File: src/cmp1_pkg.sv
// Package with register offsets, field positions and reset values for comparator one
package cmp1_pkg;
  // ****************************************************
  // Register map
  // ****************************************************
  localparam logic [7:0] CMP1_CONTROL_ADDR = 8'h9A;
  localparam logic [7:0] CMP1_MODE_ADDR = 8'h9C;

  // ****************************************************
  // Control register fields
  // ****************************************************
  localparam int CMP1_ON_BIT = 7;
  localparam int CMP1_RESULT_BIT = 6;
  localparam int CMP1_RISE_FLAG_BIT = 5;
  localparam int CMP1_FALL_FLAG_BIT = 4;
  localparam int CMP1_UHYS_HI = 3;
  localparam int CMP1_UHYS_LO = 2;
  localparam int CMP1_LHYS_HI = 1;
  localparam int CMP1_LHYS_LO = 0;
  localparam logic [7:0] CMP1_CONTROL_RESET = 8'h00;

  // ****************************************************
  // Mode register fields
  // ****************************************************
  localparam int CMP1_RSVD_BIT = 7;
  localparam int CMP1_RISE_IE_BIT = 5;
  localparam int CMP1_FALL_IE_BIT = 4;
  localparam int CMP1_SPEED_HI = 1;
  localparam int CMP1_SPEED_LO = 0;
  localparam logic [7:0] CMP1_MODE_RESET = 8'h82;
  localparam logic [1:0] CMP1_SPEED_RESET = 2'h2;

  // Hysteresis codes: off, 5 mV, 10 mV, 20 mV
  typedef enum logic [1:0] {
    CMP1_HYS_OFF = 2'h0,
    CMP1_HYS_5MV = 2'h1,
    CMP1_HYS_10MV = 2'h2,
    CMP1_HYS_20MV = 2'h3
  } cmp1_hys_t;

  // Response modes: 0 fastest/highest power .. 3 slowest/lowest power
  typedef enum logic [1:0] {
    CMP1_MODE_FAST = 2'h0,
    CMP1_MODE_1 = 2'h1,
    CMP1_MODE_2 = 2'h2,
    CMP1_MODE_SLOW = 2'h3
  } cmp1_speed_t;
endpackage

File: src/cmp1_sync.sv
// Two-flop synchroniser with edge detection for the comparator output
`timescale 1ns/1ps
`default_nettype none
module cmp1_sync (
  // Clock and reset
  input wire logic sys_clk,
  input wire logic resetn,
  // Asynchronous analog result
  input wire logic async_in,
  // Synchronised level and one-cycle edge pulses
  output logic level,
  output logic rise,
  output logic fall
);
  logic meta_reg;
  logic meta_next;
  logic sync_reg;
  logic sync_next;
  logic prev_reg;
  logic prev_next;

  // ****************************************************
  // Next-state logic
  // ****************************************************
  // Edge detection looks only at the second and third stages, never the first
  always_comb begin
    meta_next = async_in;
    sync_next = meta_reg;
    prev_next = sync_reg;
  end

  // Registers
  always_ff @(posedge sys_clk or negedge resetn) begin
    if (!resetn) begin
      meta_reg <= 1'b0;
      sync_reg <= 1'b0;
      prev_reg <= 1'b0;
    end else begin
      meta_reg <= meta_next;
      sync_reg <= sync_next;
      prev_reg <= prev_next;
    end
  end

  // Compare current sample with previous one
  assign level = sync_reg;
  assign rise = sync_reg & ~prev_reg;
  assign fall = ~sync_reg & prev_reg;
endmodule
`default_nettype wire

File: src/cmp1_regs.sv
// Control and mode registers of comparator one on the special function register bus
//
// Summary of operation
// - Control bit 7 switches comparator on
// - Control bit 6 reads comparator result
// - Rising edge sets sticky flag, software clears
// - Falling edge sets sticky flag, software clears
// - Control bits 3:2 select upper hysteresis
// - Control bits 1:0 select lower hysteresis
// - Mode bit 7 reads one always
// - Mode bits 6, 3:2 read zero
// - Mode bit 5 enables rising interrupt
// - Mode bit 4 enables falling interrupt
// - Mode bits 1:0 select response speed
// - Disabled comparator held in low power
`timescale 1ns/1ps
`default_nettype none
module cmp1_regs (
  // Clock and reset
  input wire logic sys_clk,
  input wire logic resetn,
  // Special function register bus
  input wire logic [7:0] sfr_addr,
  input wire logic [7:0] sfr_wdata,
  input wire logic sfr_wr,
  input wire logic sfr_rd,
  output logic [7:0] sfr_rdata,
  // Analog comparator front end
  input wire logic comparator_raw,
  output logic comparator_on,
  output logic comparator_low_power,
  output logic [1:0] upper_hysteresis_select,
  output logic [1:0] lower_hysteresis_select,
  output logic [1:0] response_speed_select,
  // Interrupt request to the core
  output logic comparator_irq
);
  // Synchronised comparator result and its one-cycle edge pulses
  logic result_level;
  logic rise_pulse;
  logic fall_pulse;

  // Register state and next values, one pair per field
  logic on_reg;
  logic on_next;
  logic rise_flag_reg;
  logic rise_flag_next;
  logic fall_flag_reg;
  logic fall_flag_next;
  logic [1:0] uhys_reg;
  logic [1:0] uhys_next;
  logic [1:0] lhys_reg;
  logic [1:0] lhys_next;
  logic rise_ie_reg;
  logic rise_ie_next;
  logic fall_ie_reg;
  logic fall_ie_next;
  logic [1:0] speed_reg;
  logic [1:0] speed_next;
  logic irq_reg;
  logic irq_next;
  logic lowp_reg;
  logic lowp_next;
  logic [7:0] rdata_reg;
  logic [7:0] rdata_next;

  // Decoded write strobes and the two read views
  logic wr_ctrl;
  logic wr_mode;
  logic [7:0] ctrl_view;
  logic [7:0] mode_view;

  // ****************************************************
  // Result synchroniser and edge detector
  // ****************************************************
  // Two flops guard against metastability at the cost of two cycles of latency
  // Pulses shorter than one clock may be missed entirely
  cmp1_sync u_sync (
    .sys_clk(sys_clk),
    .resetn(resetn),
    .async_in(comparator_raw),
    .level(result_level),
    .rise(rise_pulse),
    .fall(fall_pulse)
  );

  // ****************************************************
  // Address decode
  // ****************************************************
  // Write strobes per register
  // Unmapped addresses give no strobe, so such writes are dropped
  always_comb begin
    wr_ctrl = 1'b0;
    wr_mode = 1'b0;
    if (sfr_wr && sfr_addr == cmp1_pkg::CMP1_CONTROL_ADDR) begin
      wr_ctrl = 1'b1;
    end else if (sfr_wr && sfr_addr == cmp1_pkg::CMP1_MODE_ADDR) begin
      wr_mode = 1'b1;
    end
  end

  // Read views; reserved bit fixed at one, unused bits zero
  // Result bit comes straight from the synchroniser and is never stored
  always_comb begin
    ctrl_view = {on_reg, result_level, rise_flag_reg, fall_flag_reg,
                 uhys_reg, lhys_reg};
    mode_view = 8'h00;
    mode_view[cmp1_pkg::CMP1_RSVD_BIT] = 1'b1;
    mode_view[cmp1_pkg::CMP1_RISE_IE_BIT] = rise_ie_reg;
    mode_view[cmp1_pkg::CMP1_FALL_IE_BIT] = fall_ie_reg;
    mode_view[cmp1_pkg::CMP1_SPEED_HI:cmp1_pkg::CMP1_SPEED_LO] = speed_reg;
  end

  // ****************************************************
  // Register next values
  // ****************************************************
  // Flags: hardware set wins over a software clear in the same cycle
  always_comb begin
    on_next = on_reg;
    uhys_next = uhys_reg;
    lhys_next = lhys_reg;
    rise_ie_next = rise_ie_reg;
    fall_ie_next = fall_ie_reg;
    speed_next = speed_reg;
    rise_flag_next = rise_flag_reg;
    fall_flag_next = fall_flag_reg;
    // Control writes; the result position is read-only and never stored
    // Writing one to a flag sets it, as a plain read-write bit would
    if (wr_ctrl) begin
      on_next = sfr_wdata[cmp1_pkg::CMP1_ON_BIT];
      rise_flag_next = sfr_wdata[cmp1_pkg::CMP1_RISE_FLAG_BIT];
      fall_flag_next = sfr_wdata[cmp1_pkg::CMP1_FALL_FLAG_BIT];
      uhys_next = sfr_wdata[cmp1_pkg::CMP1_UHYS_HI:cmp1_pkg::CMP1_UHYS_LO];
      lhys_next = sfr_wdata[cmp1_pkg::CMP1_LHYS_HI:cmp1_pkg::CMP1_LHYS_LO];
    end
    // Mode writes; reserved and unused positions are dropped here
    if (wr_mode) begin
      rise_ie_next = sfr_wdata[cmp1_pkg::CMP1_RISE_IE_BIT];
      fall_ie_next = sfr_wdata[cmp1_pkg::CMP1_FALL_IE_BIT];
      speed_next = sfr_wdata[cmp1_pkg::CMP1_SPEED_HI:cmp1_pkg::CMP1_SPEED_LO];
    end
    // Edges only counted while the comparator is on, its output is meaningless off
    // A clear in the same cycle as an edge loses, so no edge goes unseen
    if (rise_pulse && on_reg) begin
      rise_flag_next = 1'b1;
    end
    if (fall_pulse && on_reg) begin
      fall_flag_next = 1'b1;
    end
  end

  // Outputs computed from next values so they leave flip-flops aligned
  // Interrupt rises on the same edge as the flag that causes it
  // Read data is zero when nothing is addressed, so stale data never lingers
  always_comb begin
    irq_next = (rise_flag_next & rise_ie_next) | (fall_flag_next & fall_ie_next);
    lowp_next = ~on_next;
    rdata_next = 8'h00;
    if (sfr_rd && sfr_addr == cmp1_pkg::CMP1_CONTROL_ADDR) begin
      rdata_next = ctrl_view;
    end else if (sfr_rd && sfr_addr == cmp1_pkg::CMP1_MODE_ADDR) begin
      rdata_next = mode_view;
    end
  end

  // ****************************************************
  // State registers
  // ****************************************************
  // Control register; flags start clear so no stale edge survives a reset
  always_ff @(posedge sys_clk or negedge resetn) begin
    if (!resetn) begin
      on_reg <= cmp1_pkg::CMP1_CONTROL_RESET[cmp1_pkg::CMP1_ON_BIT];
      rise_flag_reg <= cmp1_pkg::CMP1_CONTROL_RESET[cmp1_pkg::CMP1_RISE_FLAG_BIT];
      fall_flag_reg <= cmp1_pkg::CMP1_CONTROL_RESET[cmp1_pkg::CMP1_FALL_FLAG_BIT];
      uhys_reg <= cmp1_pkg::CMP1_CONTROL_RESET[cmp1_pkg::CMP1_UHYS_HI:cmp1_pkg::CMP1_UHYS_LO];
      lhys_reg <= cmp1_pkg::CMP1_CONTROL_RESET[cmp1_pkg::CMP1_LHYS_HI:cmp1_pkg::CMP1_LHYS_LO];
    end else begin
      on_reg <= on_next;
      rise_flag_reg <= rise_flag_next;
      fall_flag_reg <= fall_flag_next;
      uhys_reg <= uhys_next;
      lhys_reg <= lhys_next;
    end
  end

  // Mode register; interrupt enables start off
  always_ff @(posedge sys_clk or negedge resetn) begin
    if (!resetn) begin
      rise_ie_reg <= cmp1_pkg::CMP1_MODE_RESET[cmp1_pkg::CMP1_RISE_IE_BIT];
      fall_ie_reg <= cmp1_pkg::CMP1_MODE_RESET[cmp1_pkg::CMP1_FALL_IE_BIT];
      speed_reg <= cmp1_pkg::CMP1_SPEED_RESET;
    end else begin
      rise_ie_reg <= rise_ie_next;
      fall_ie_reg <= fall_ie_next;
      speed_reg <= speed_next;
    end
  end

  // Output flops; low power starts asserted because the comparator starts off
  always_ff @(posedge sys_clk or negedge resetn) begin
    if (!resetn) begin
      irq_reg <= 1'b0;
      lowp_reg <= ~cmp1_pkg::CMP1_CONTROL_RESET[cmp1_pkg::CMP1_ON_BIT];
      rdata_reg <= 8'h00;
    end else begin
      irq_reg <= irq_next;
      lowp_reg <= lowp_next;
      rdata_reg <= rdata_next;
    end
  end

  // Outputs straight from flip-flops
  // Hysteresis and speed reach the analog side unchanged, no re-timing needed
  assign comparator_on = on_reg;
  assign comparator_low_power = lowp_reg;
  assign upper_hysteresis_select = uhys_reg;
  assign lower_hysteresis_select = lhys_reg;
  assign response_speed_select = speed_reg;
  assign comparator_irq = irq_reg;
  assign sfr_rdata = rdata_reg;
endmodule
`default_nettype wire

File: config.mk
export PLATFORM = sky130hd
export DESIGN_NAME = cmp1_regs
export DESIGN_NICKNAME = d
export VERILOG_FILES = /design/src/cmp1_pkg.sv /design/src/cmp1_sync.sv /design/src/cmp1_regs.sv
export SDC_FILE = /design/constraint.sdc
export NUM_CORES = 1
export LEC_CHECK = 0
export ABC_CLOCK_PERIOD_IN_PS = 1140
export BUFFER_PORTS_ARGS = -buffer_cell sky130_fd_sc_hd__buf_2
export CORE_MARGIN = 3
export CORE_UTILIZATION = 40
export DETAILED_ROUTE_END_ITERATION = 16
export GPL_ROUTABILITY_DRIVEN = 0
export PLACE_DENSITY = 0.68
export SLEW_MARGIN = 25
export SYNTH_ARGS = -nofsm -noshare
export SYNTH_HDL_FRONTEND = slang
export SYNTH_HIERARCHICAL = 1
export SYNTH_SLANG_ARGS = --single-unit
File: constraint.sdc
create_clock -name sys_clk -period 1.14 [get_ports sys_clk]
set_input_delay 0 -clock sys_clk [delete_from_list [all_inputs] [get_ports sys_clk]]
set_output_delay 0 -clock sys_clk [all_outputs]
set_load 0.1 [all_outputs]
==> results of run 1 <==
## cells in the mapped netlist
cell type  number  share of area, %
inv_1           1              0.41
a22o_1          5               4.8
and4bb_2        2               2.7
and2b_2         1              0.96
and2_1          3               2.0
nand3_2         1               1.1
clkbuf_1        1              0.41
a21oi_1         4               2.2
mux2i_1         3               3.3
mux2_4          1               1.6
and3_1          2               1.4
nand3_4         1               1.9
dfrtp_1        22                60
mux2_2          7               8.6
dfstp_2         2               5.7
a21o_1          1              0.82
and4bb_1        1               1.4
nor2b_1         1              0.68
## area by class of cell
cell class              count  area, um2
fillers                   148        667
multi-input cells          33        314
clock inverters             1       30.0
repair buffers             51        377
flip-flops and latches     24        614
inverters                   1       3.75
well taps                  27       33.8
clock buffers               3       22.5
## worst max-delay path: stages (launching register included)
cell and delay [ns]:
dfrtp_1 0.38, and2b_2 0.24, a21oi_2 0.14, mux2i_1 0.11, a22o_1 0.20
## through the flow
stage | setup WS (ns) | area, um2
floorplan | -0.0894 | 928
global placement | -0.0614 | 1210
detailed placement | -0.0836 | 1210
CTS | -0.0189 | 1370
global route | -0.101 | 1400
finish | -0.0302 | 1400
## placed cells by master, fill, tap and decap left out, types with 2 or more instances in the layout
cell            n
dlygate4sd3_1   9
a22o_1          5
and3_1          2
and2_1          3
clkbuf_4        7
buf_12          3
buf_2          28
buf_4           6
dfrtp_1        16
a21oi_2         2
dfrtp_2         6
a21oi_1         2
mux2_2          7
and4bb_2        2
mux2i_1         3
## worst paths after layout
kind / from / to / slack (ns) / cells after the start
max in group asynchronous: resetn / lower_hysteresis_select[0] / 0.58 / 2
hold reg to reg: u_sync/meta_reg / u_sync/level / 0.38 / 0
setup reg to reg: u_sync/level / comparator_irq / -0.03 / 4
hold / removal: sfr_wr / rise_ie_reg / 0.09 / 3
setup / recovery: u_sync/level / comparator_irq / -0.03 / 4
min in group asynchronous: resetn / sfr_rdata[4] / 0.18 / 2
## kinds of logic after synthesis
family / after synthesis
flops: 24
simple gates: 12
compound gates: 10
buf+inv: 2
mux: 11
## metal layers
layer	global-route usage, %	vias up	part of all wire [%]
met4	7.66	0	0.54
met3	2.49	2	8.0
met5	0	-	0
met2	25.6	26	49
met1	16.4	321	43
li1	-	320	-
## timing repair
action / 4_1_cts / 5_1_grt
hold buffers: 9 / 0
gates resized for setup: 3 / 5
setup buffers: 1 / 1
endpoints found under the hold margin: 35 / 0
endpoints found under the setup margin: 3 / 8
## power by group
| part | total [mW] | switching, mW | internal, mW | leakage [nW] |
|---|---|---|---|---|
| Sequential | 0.906 | 0.0204 | 0.886 | 0.301 |
| Combinational | 0.298 | 0.188 | 0.110 | 0.411 |
| Clock | 0.596 | 0.240 | 0.355 | 0.0279 |
| Total | 1.80 | 0.449 | 1.35 | 0.739 |
==> reports/results.tsv, run 1 <==
stage	metric	value	unit
outcome	status	finished, violations left	
outcome	violations	negative setup slack	
routing	dr.pass1.iters	4	
worst_hold_path	hold_path_class	input port to flip-flop	
cells_and_area	syn2layout_area_growth	52.1	%
global_routing	grt_usage	14.5	%
critical_path	required	1.34	ns
floorplan	rows	16	
cells_and_area	largest_reg_flops	8	
placed_design	port_buffers	36	
routing	drt-total-wl	1860	um
critical_path	endpoint_kind	flip-flop	
synthesis	synth-simple-area-share	12.1	%
clock_network	cts-root-buf	clkbuf_4	
sta	fin_setup_tns	-0.0302	ns
synthesis	yosysUniqueCellTypes	18	
sta	timing.final.max_slew_violations	0	
routing	drt_iter0_drc	4	
power_and_ir_drop	p_per_area	1290	mW/mm2
clock_network	cts_tree	done	
synthesis	ys_seq_area_share	65.8	%
critical_path	crit_fanout	3	
placed_design	dp_hpwl	1340	um
sta	setup_viol	1	
cells_and_area	drive_gt1_share	61.1	%
cells_and_area	final_cells	140	
floorplan	ios	38	
sta	min_period_over_period	103	%
global_routing	grt_pass1_vias	670	
global_routing	grt_pass1_wl	2930	um
power_and_ir_drop	ir_drop	903	uV
sta	hold_viol	0	
routing	vias	669	
synthesis	synth_compound_area_share	7.78	%
sta	holdWs	0.0911	ns
placed_design	dp_cells	125	
sta	period_minus_slack	1.17	ns
power_and_ir_drop	power	1.80	mW
global_routing	antenna_found_initial	0	
global_routing	grt-ovfl-total	0	
synthesis	synth-adder-area-share	0	%
critical_path	crit_type	flip-flop to flip-flop	
sta	clock_skew	0.00886	ns
clock_network	clkSinkCount	24	
sta	slew_headroom	65.4	%
global_routing	grt_start_max_net_pins	25	
routing	via_per_inst	4.78	
synthesis	syn-num-nets	80	
critical_path	worstPathArrival	1.37	ns
cells_and_area	antennaDiodeCount	0	
cells_and_area	nets	135	
sta	rsz0062_at_grt	yes	
power_and_ir_drop	power.leakage	0.739	nW
synthesis	synth_seq_cells	24	
clock_network	clockBufferDepth	2	
clock_network	clk_latency	0.31	ns
floorplan	core_area	0.00206	mm2
floorplan	fp.dieArea	0.00290	mm2
routing	avgRoutedWirePerCell	13.3	um
routing	route.detailed.drc	0	
synthesis	synth_xor_area_share	0	%
synthesis	synth_top_family_by_area	multiplexers	
sta	tightest_slew	0.519	ns
synthesis	syn-cell-area	917	um2
synthesis	synth_cells	59	
floorplan	fp.dieH	53.9	um
run	cap_violations	0	
synthesis	yosysWarnings	6	
sta	layout_setup_ws	-0.0302	ns
clock_network	h-tree-depth	1	
routing	ant_nets	0	
clock_network	clk_pin_slew	0.13	ns
floorplan	dieWidth	53.9	um
sta	fmax	855	MHz
floorplan	start_util	44.5	%
clock_network	cts_made_buffers	3	
critical_path	cp-start-kind	flip-flop	
cells_and_area	fin_util	67.7	%
synthesis	muxShareOfSynthArea	13.5	%
synthesis	postSynthAreaPerCell	15.5	um2
(Power assumes the default switching activity.)
==> run 2, diff against run 1 <==
--- a/config.mk
+++ b/config.mk
@@ -8,10 +8,9 @@
 export ABC_CLOCK_PERIOD_IN_PS = 1140
 export BUFFER_PORTS_ARGS = -buffer_cell sky130_fd_sc_hd__buf_2
 export CORE_MARGIN = 3
-export CORE_UTILIZATION = 40
+export CORE_UTILIZATION = 30
 export DETAILED_ROUTE_END_ITERATION = 16
 export GPL_ROUTABILITY_DRIVEN = 0
-export PLACE_DENSITY = 0.68
 export SLEW_MARGIN = 25
 export SYNTH_ARGS = -nofsm -noshare
 export SYNTH_HDL_FRONTEND = slang
==> reports/results.tsv, run 2 (same netlist as run 1, synthesis figures left out) <==
stage	metric	value	unit
outcome	status	finished, violations left	
outcome	violations	negative setup slack	
global_routing	grt_usage	11.3	%
critical_path	cpPeakStageDelay	0.39	ns
clock_network	clk_pin_slew	0.13	ns
sta	layout_setup_ws	-0.0137	ns
placed_design	pre_cts_ws	-0.0891	ns
routing	avgRoutedWirePerCell	14.0	um
cells_and_area	multi_input_area	310	um2
critical_path	worstPathArrival	1.37	ns
critical_path	required	1.36	ns
power_and_ir_drop	ir_drop	799	uV
global_routing	antenna_found_initial	0	
critical_path	worstPathCellList	and2b_2 > a21oi_1 > mux2i_1 > a22o_1	
global_routing	grt_start_max_net_pins	25	
cells_and_area	antennaDiodeCount	0	
floorplan	ios	38	
cells_and_area	syn2layout_area_growth	50.2	%
sta	slew_headroom	65.3	%
sta	rsz0062_at_grt	yes	
sta	tightest_slew	0.521	ns
sta	clock_skew	0.0109	ns
critical_path	endpoint_kind	flip-flop	
clock_network	h-tree-depth	1	
sta	timing.final.max_slew_violations	0	
critical_path	cp-start-kind	flip-flop	
critical_path	crit_fanout	4	
critical_path	crit_path_top_delay_cell	dfrtp_1	
sta	period_minus_slack	1.15	ns
floorplan	fp.dieArea	0.00376	mm2
cells_and_area	nets	132	
placed_design	dp_hpwl	1410	um
run	cap_violations	0	
sta	fin_setup_tns	-0.0143	ns
cells_and_area	drive_gt1_share	59.1	%
sta	min_period_over_period	101	%
routing	dr.pass1.iters	3	
global_routing	grt_pass1_wl	3020	um
sta	holdWs	0.0692	ns
power_and_ir_drop	p_per_area	1310	mW/mm2
routing	vias	661	
routing	via_per_inst	4.69	
floorplan	start_util	32.4	%
routing	drt_iter0_drc	17	
clock_network	cts-root-buf	clkbuf_4	
routing	drt-total-wl	1980	um
clock_network	clkSinkCount	24	
floorplan	fp.dieH	61.3	um
worst_hold_path	hold_path_class	input port to flip-flop	
sta	setup_viol	2	
cells_and_area	largest_reg_flops	8	
cells_and_area	nFillCells	261	
cells_and_area	final_common_cell	buf_2	
floorplan	rows	19	
routing	ant_nets	0	
sta	hold_viol	0	
cells_and_area	fin_util	48.7	%
floorplan	dieWidth	61.3	um
placed_design	port_buffers	36	
clock_network	clockBufferDepth	2	
clock_network	cts_made_buffers	3	
global_routing	grt_pass1_vias	638	
sta	fmax	867	MHz
cells_and_area	layout_common_cells	buf_2 (25), dfrtp_1 (16), dlygate4sd3_1 (9)	
critical_path	crit_type	flip-flop to flip-flop	
floorplan	core_area	0.00283	mm2
clock_network	clk_latency	0.31	ns
routing	route.detailed.drc	0	
cells_and_area	regArea	614	um2
power_and_ir_drop	power.leakage	0.724	nW
clock_network	cts_tree	done	
global_routing	grt-ovfl-total	0	
## run 2: worst max-delay path, delay by kind of cell, from the launching register on
family / cells / cell delay [ns]
AND/OR/NAND/NOR: 1 / 0.24
flip-flops: 1 / 0.39
AO/OA/AOI/OAI: 2 / 0.34
multiplexers: 1 / 0.11
## run 2: final timing paths
kind / start / end / slack, ns / depth (start not counted)
max: u_sync/level / comparator_irq / -0.01 / 4
min: sfr_wr / rise_ie_reg / 0.07 / 3
max reg2reg: u_sync/level / comparator_irq / -0.01 / 4
min reg2reg: u_sync/meta_reg / u_sync/level / 0.36 / 0
max in group asynchronous: resetn / lower_hysteresis_select[0] / 0.57 / 2
min in group asynchronous: resetn / sfr_rdata[6] / 0.18 / 2
## run 2: what timing repair did
action,4_1_cts,5_1_grt
gates resized for setup,3,6
pin swaps,0,0
setup endpoints to repair,5,8
hold buffers,9,0
endpoints found under the hold margin,34,0
setup buffers,2,0
## run 2: report_power, final
| part | internal [mW] | switching (mW) |
|---|---|---|
| registers | 0.886 | 0.0226 |
| logic | 0.105 | 0.185 |
| clock network | 0.355 | 0.250 |
## run 2: routing by layer
| metal | wire length (um) | global-route usage (%) | vias to the layer above |
|---|---|---|---|
| met2 | 905 | 16.3 | 29 |
| met3 | 169 | 4.19 | 2 |
| met1 | 877 | 15.6 | 315 |
| met4 | 23 | 3.72 | 0 |
| met5 | 0 | 0 | - |
| li1 | - | - | 315 |
## run 2: stage by stage
stage | power, mW | instances | cell area, um2
after global placement | 1.18 | 126 | 1200
after detailed placement | 1.18 | 126 | 1200
after floorplan | 1.08 | 59 | 928
after CTS | 1.83 | 141 | 1360
final | 1.80 | 141 | 1380
after global routing | 1.88 | 141 | 1380
## run 2: final cells by class
cell class / count / share of cell area, %
multi-input combinational: 33 / 22.5
sequential: 24 / 44.6
clock inverter: 1 / 2.18
timing repair buffer: 48 / 26.0
tap: 31 / 2.82
inverter: 1 / 0.272
clock buffer: 3 / 1.63
==> run 3, diff against run 2 <==
--- a/config.mk
+++ b/config.mk
@@ -5,6 +5,7 @@
 export SDC_FILE = /design/constraint.sdc
 export NUM_CORES = 1
 export LEC_CHECK = 0
+export ABC_AREA = 1
 export ABC_CLOCK_PERIOD_IN_PS = 1140
 export BUFFER_PORTS_ARGS = -buffer_cell sky130_fd_sc_hd__buf_2
 export CORE_MARGIN = 3
==> reports/results.tsv, run 3 <==
stage	metric	value	unit
routing	route.detailed.drc	0	
critical_path	crit_start	sfr_wdata[1]	
critical_path	worstPathArrival	1.35	ns
floorplan	start_util	32.0	%
sta	fin_setup_tns	0	ns
global_routing	gr-usage-met2	17.7	%
critical_path	cp-start-kind	input port	
floorplan	fp.dieArea	0.00407	mm2
synthesis	syn-cell-area	0.00100	mm2
clock_network	clk_pin_slew	0.12	ns
critical_path	endpoint	response_speed_select[1]	
clock_network	cts_tree	done	
global_routing	grt_pass1_wl	3510	um
synthesis	synthFlopType	dfrtp_1	
synthesis	ys_async_sr_fraction	100	%
synthesis	yosysWarnings	6	
clock_network	post_cts_buffers	0	
cells_and_area	final_cells	198	
synthesis	synth_cells	105	
run	cap_violations	0	
global_routing	use_met1	13.5	%
critical_path	endpoint_kind	flip-flop	
cells_and_area	nets	176	
cells_and_area	final_common_cell	buf_2	
routing	via_per_inst	4.21	
placed_design	port_buffers	36	
routing	drt_iter0_drc	32	
global_routing	grt_pass1_vias	813	
synthesis	yosysUniqueCellTypes	16	
clock_network	cts_made_buffers	3	
sta	fmax	908	MHz
cells_and_area	fin_util	45.8	%
synthesis	synth_seq_cells	24	
global_routing	antenna_found_initial	0	
sta	period_minus_slack	1.10	ns
global_routing	grt-ovfl-total	0	
clock_network	h-tree-depth	1	
floorplan	dieWidth	63.8	um
sta	slew_headroom	66.7	%
sta	min_period_over_period	96.6	%
sta	rsz0062_at_grt	no	
clock_network	clockBufferDepth	2	
synthesis	synth_top_area_share	55.0	%
placed_design	dp_cells	184	
clock_network	cts-root-buf	clkbuf_4	
critical_path	worstPathCellList	dlygate4sd3_1 > buf_2 > nand3_1 > dlygate4sd3_1 > nand2_1	
clock_network	clkSinkCount	24	
routing	avgRoutedWirePerCell	10.4	um
routing	drt-total-wl	2060	um
cells_and_area	syn2layout_area_growth	43.3	%
synthesis	netlist_top_cells_count	nand2_1 (25), dfrtp_1 (22), nand3_1 (16), inv_1 (12), nor2_1 (8)	
critical_path	crit_fanout	2	
synthesis	postSynthAreaPerCell	9.53	um2
sta	hold_viol	0	
critical_path	crit_type	input port to flip-flop	
synthesis	ys_seq_area_share	60.2	%
sta	timing.final.max_slew_violations	0	
power_and_ir_drop	p_per_area	1200	mW/mm2
critical_path	crit_path_top_delay_cell	dlygate4sd3_1	
critical_path	cpPeakStageDelay	0.55	ns
critical_path	r2r_cells	6	
critical_path	path_common_cell	dlygate4sd3_1	
critical_path	regToRegStartpoint	u_sync/level	
cells_and_area	drive_gt1_share	39.0	%
synthesis	post-synth-top-count-cell	nand2_1	
power_and_ir_drop	power.leakage	0.791	nW
global_routing	globalRouteMet3Util	2.99	%
clock_network	clk_latency	0.30	ns
outcome	status	finished clean	
sta	clock_skew	0.00311	ns
synthesis	syn-num-nets	126	
cells_and_area	antennaDiodeCount	0	
routing	ant_nets	0	
worst_hold_path	hold_start	sfr_rd	
cells_and_area	largest_reg_flops	8	
critical_path	required	1.39	ns
floorplan	rows	20	
sta	holdWs	0.0307	ns
cells_and_area	layout_common_cells	buf_2 (28), nand2_1 (25), nand3_1 (16), dfrtp_1 (16), inv_1 (12)	
synthesis	synth.area.top_cells	dfrtp_1 (55%), nand2_1 (9.4%), nand3_1 (8.0%), dfstp_2 (5.3%), inv_1 (4.5%)	
floorplan	fp.dieH	63.8	um
floorplan	core_area	0.00313	mm2
critical_path	r2r_end	comparator_irq	
global_routing	busiest_layer	met2	
synthesis	synth-edff-count	0	
worst_hold_path	hold_path_class	input port to flip-flop	
sta	setup_viol	0	
sta	tightest_slew	0.500	ns
cells_and_area	nFillCells	287	
placed_design	dp_hpwl	1500	um
critical_path	r2r_setup_slack	0.25	ns
routing	vias	833	
global_routing	grt_usage	10.7	%
global_routing	grt_start_max_net_pins	25	
power_and_ir_drop	power	1.72	mW
floorplan	ios	38	
synthesis	yosysTopAreaCell	dfrtp_1	
routing	dr.pass1.iters	4	
power_and_ir_drop	ir_drop	468	uV
## run 3: final cells by class
cell class / instances / area (um2) / area share (%)
Clock buffer: 4 / 36.3 / 2.53
Tap cell: 44 / 55.1 / 3.84
Inverter: 14 / 52.6 / 3.66
Sequential cell: 24 / 611 / 42.6
Timing Repair Buffer: 46 / 338 / 23.6
Multi-Input combinational cell: 66 / 342 / 23.8
## run 3: worst max-delay path: cells and delay by family
kind / cells / cell delay (ns)
buffers and inverters: 3 / 1.21
and+or+nand+nor: 2 / 0.12
## run 3: power by group
part	total, mW	leakage (nW)	internal, mW	switching (mW)
registers	0.922	0.290	0.895	0.0267
logic	0.374	0.480	0.111	0.262
clock network	0.427	0.0210	0.195	0.232
## run 3: cell families (layout without fill, tap and decap cells)
group,count (synthesis),after routing,synth area share (%)
AOI/OAI and AO/OA,7,7,3.88
buffers and inverters,15,64,5.62
DFF,24,24,60.3
and+or+nand+nor,59,59,30.3
## run 3: how the worst min path moves through the flow
stage | endpoint | slack, ns | cells past startpoint
4_1_cts | sfr_rdata[0] | 0.01 | 3
5_1_grt | sfr_rdata[4] | 0.02 | 3
2_1_floorplan | comparator_irq | -0.30 | 0
3_3_place_gp | sfr_rdata[5] | -0.003 | 1
6_report | sfr_rdata[0] | 0.03 | 3
3_5_place_dp | sfr_rdata[7] | 0.003 | 1
## run 3: per-stage QoR
stage	instance area, um2	setup WS [ns]
after global routing	1430	0.0161
final	1430	0.0391
after CTS	1420	0.00796
after detailed placement	1280	0.122
after floorplan	1010	0.0213
after global placement	1280	0.146
## run 3: per-layer routing
layer	up-vias	wire [um]
li1	426	-
met1	375	936
met2	30	999
met3	2	122
met4	0	4
met5	-	0
## run 3: repair_timing
| action | CTS | global route |
|---|---|---|
| gates resized for setup | 0 | 5 |
| endpoints found under the setup margin | 0 | 5 |
| endpoints found under the hold margin | 34 | 0 |
| hold buffers | 10 | 0 |
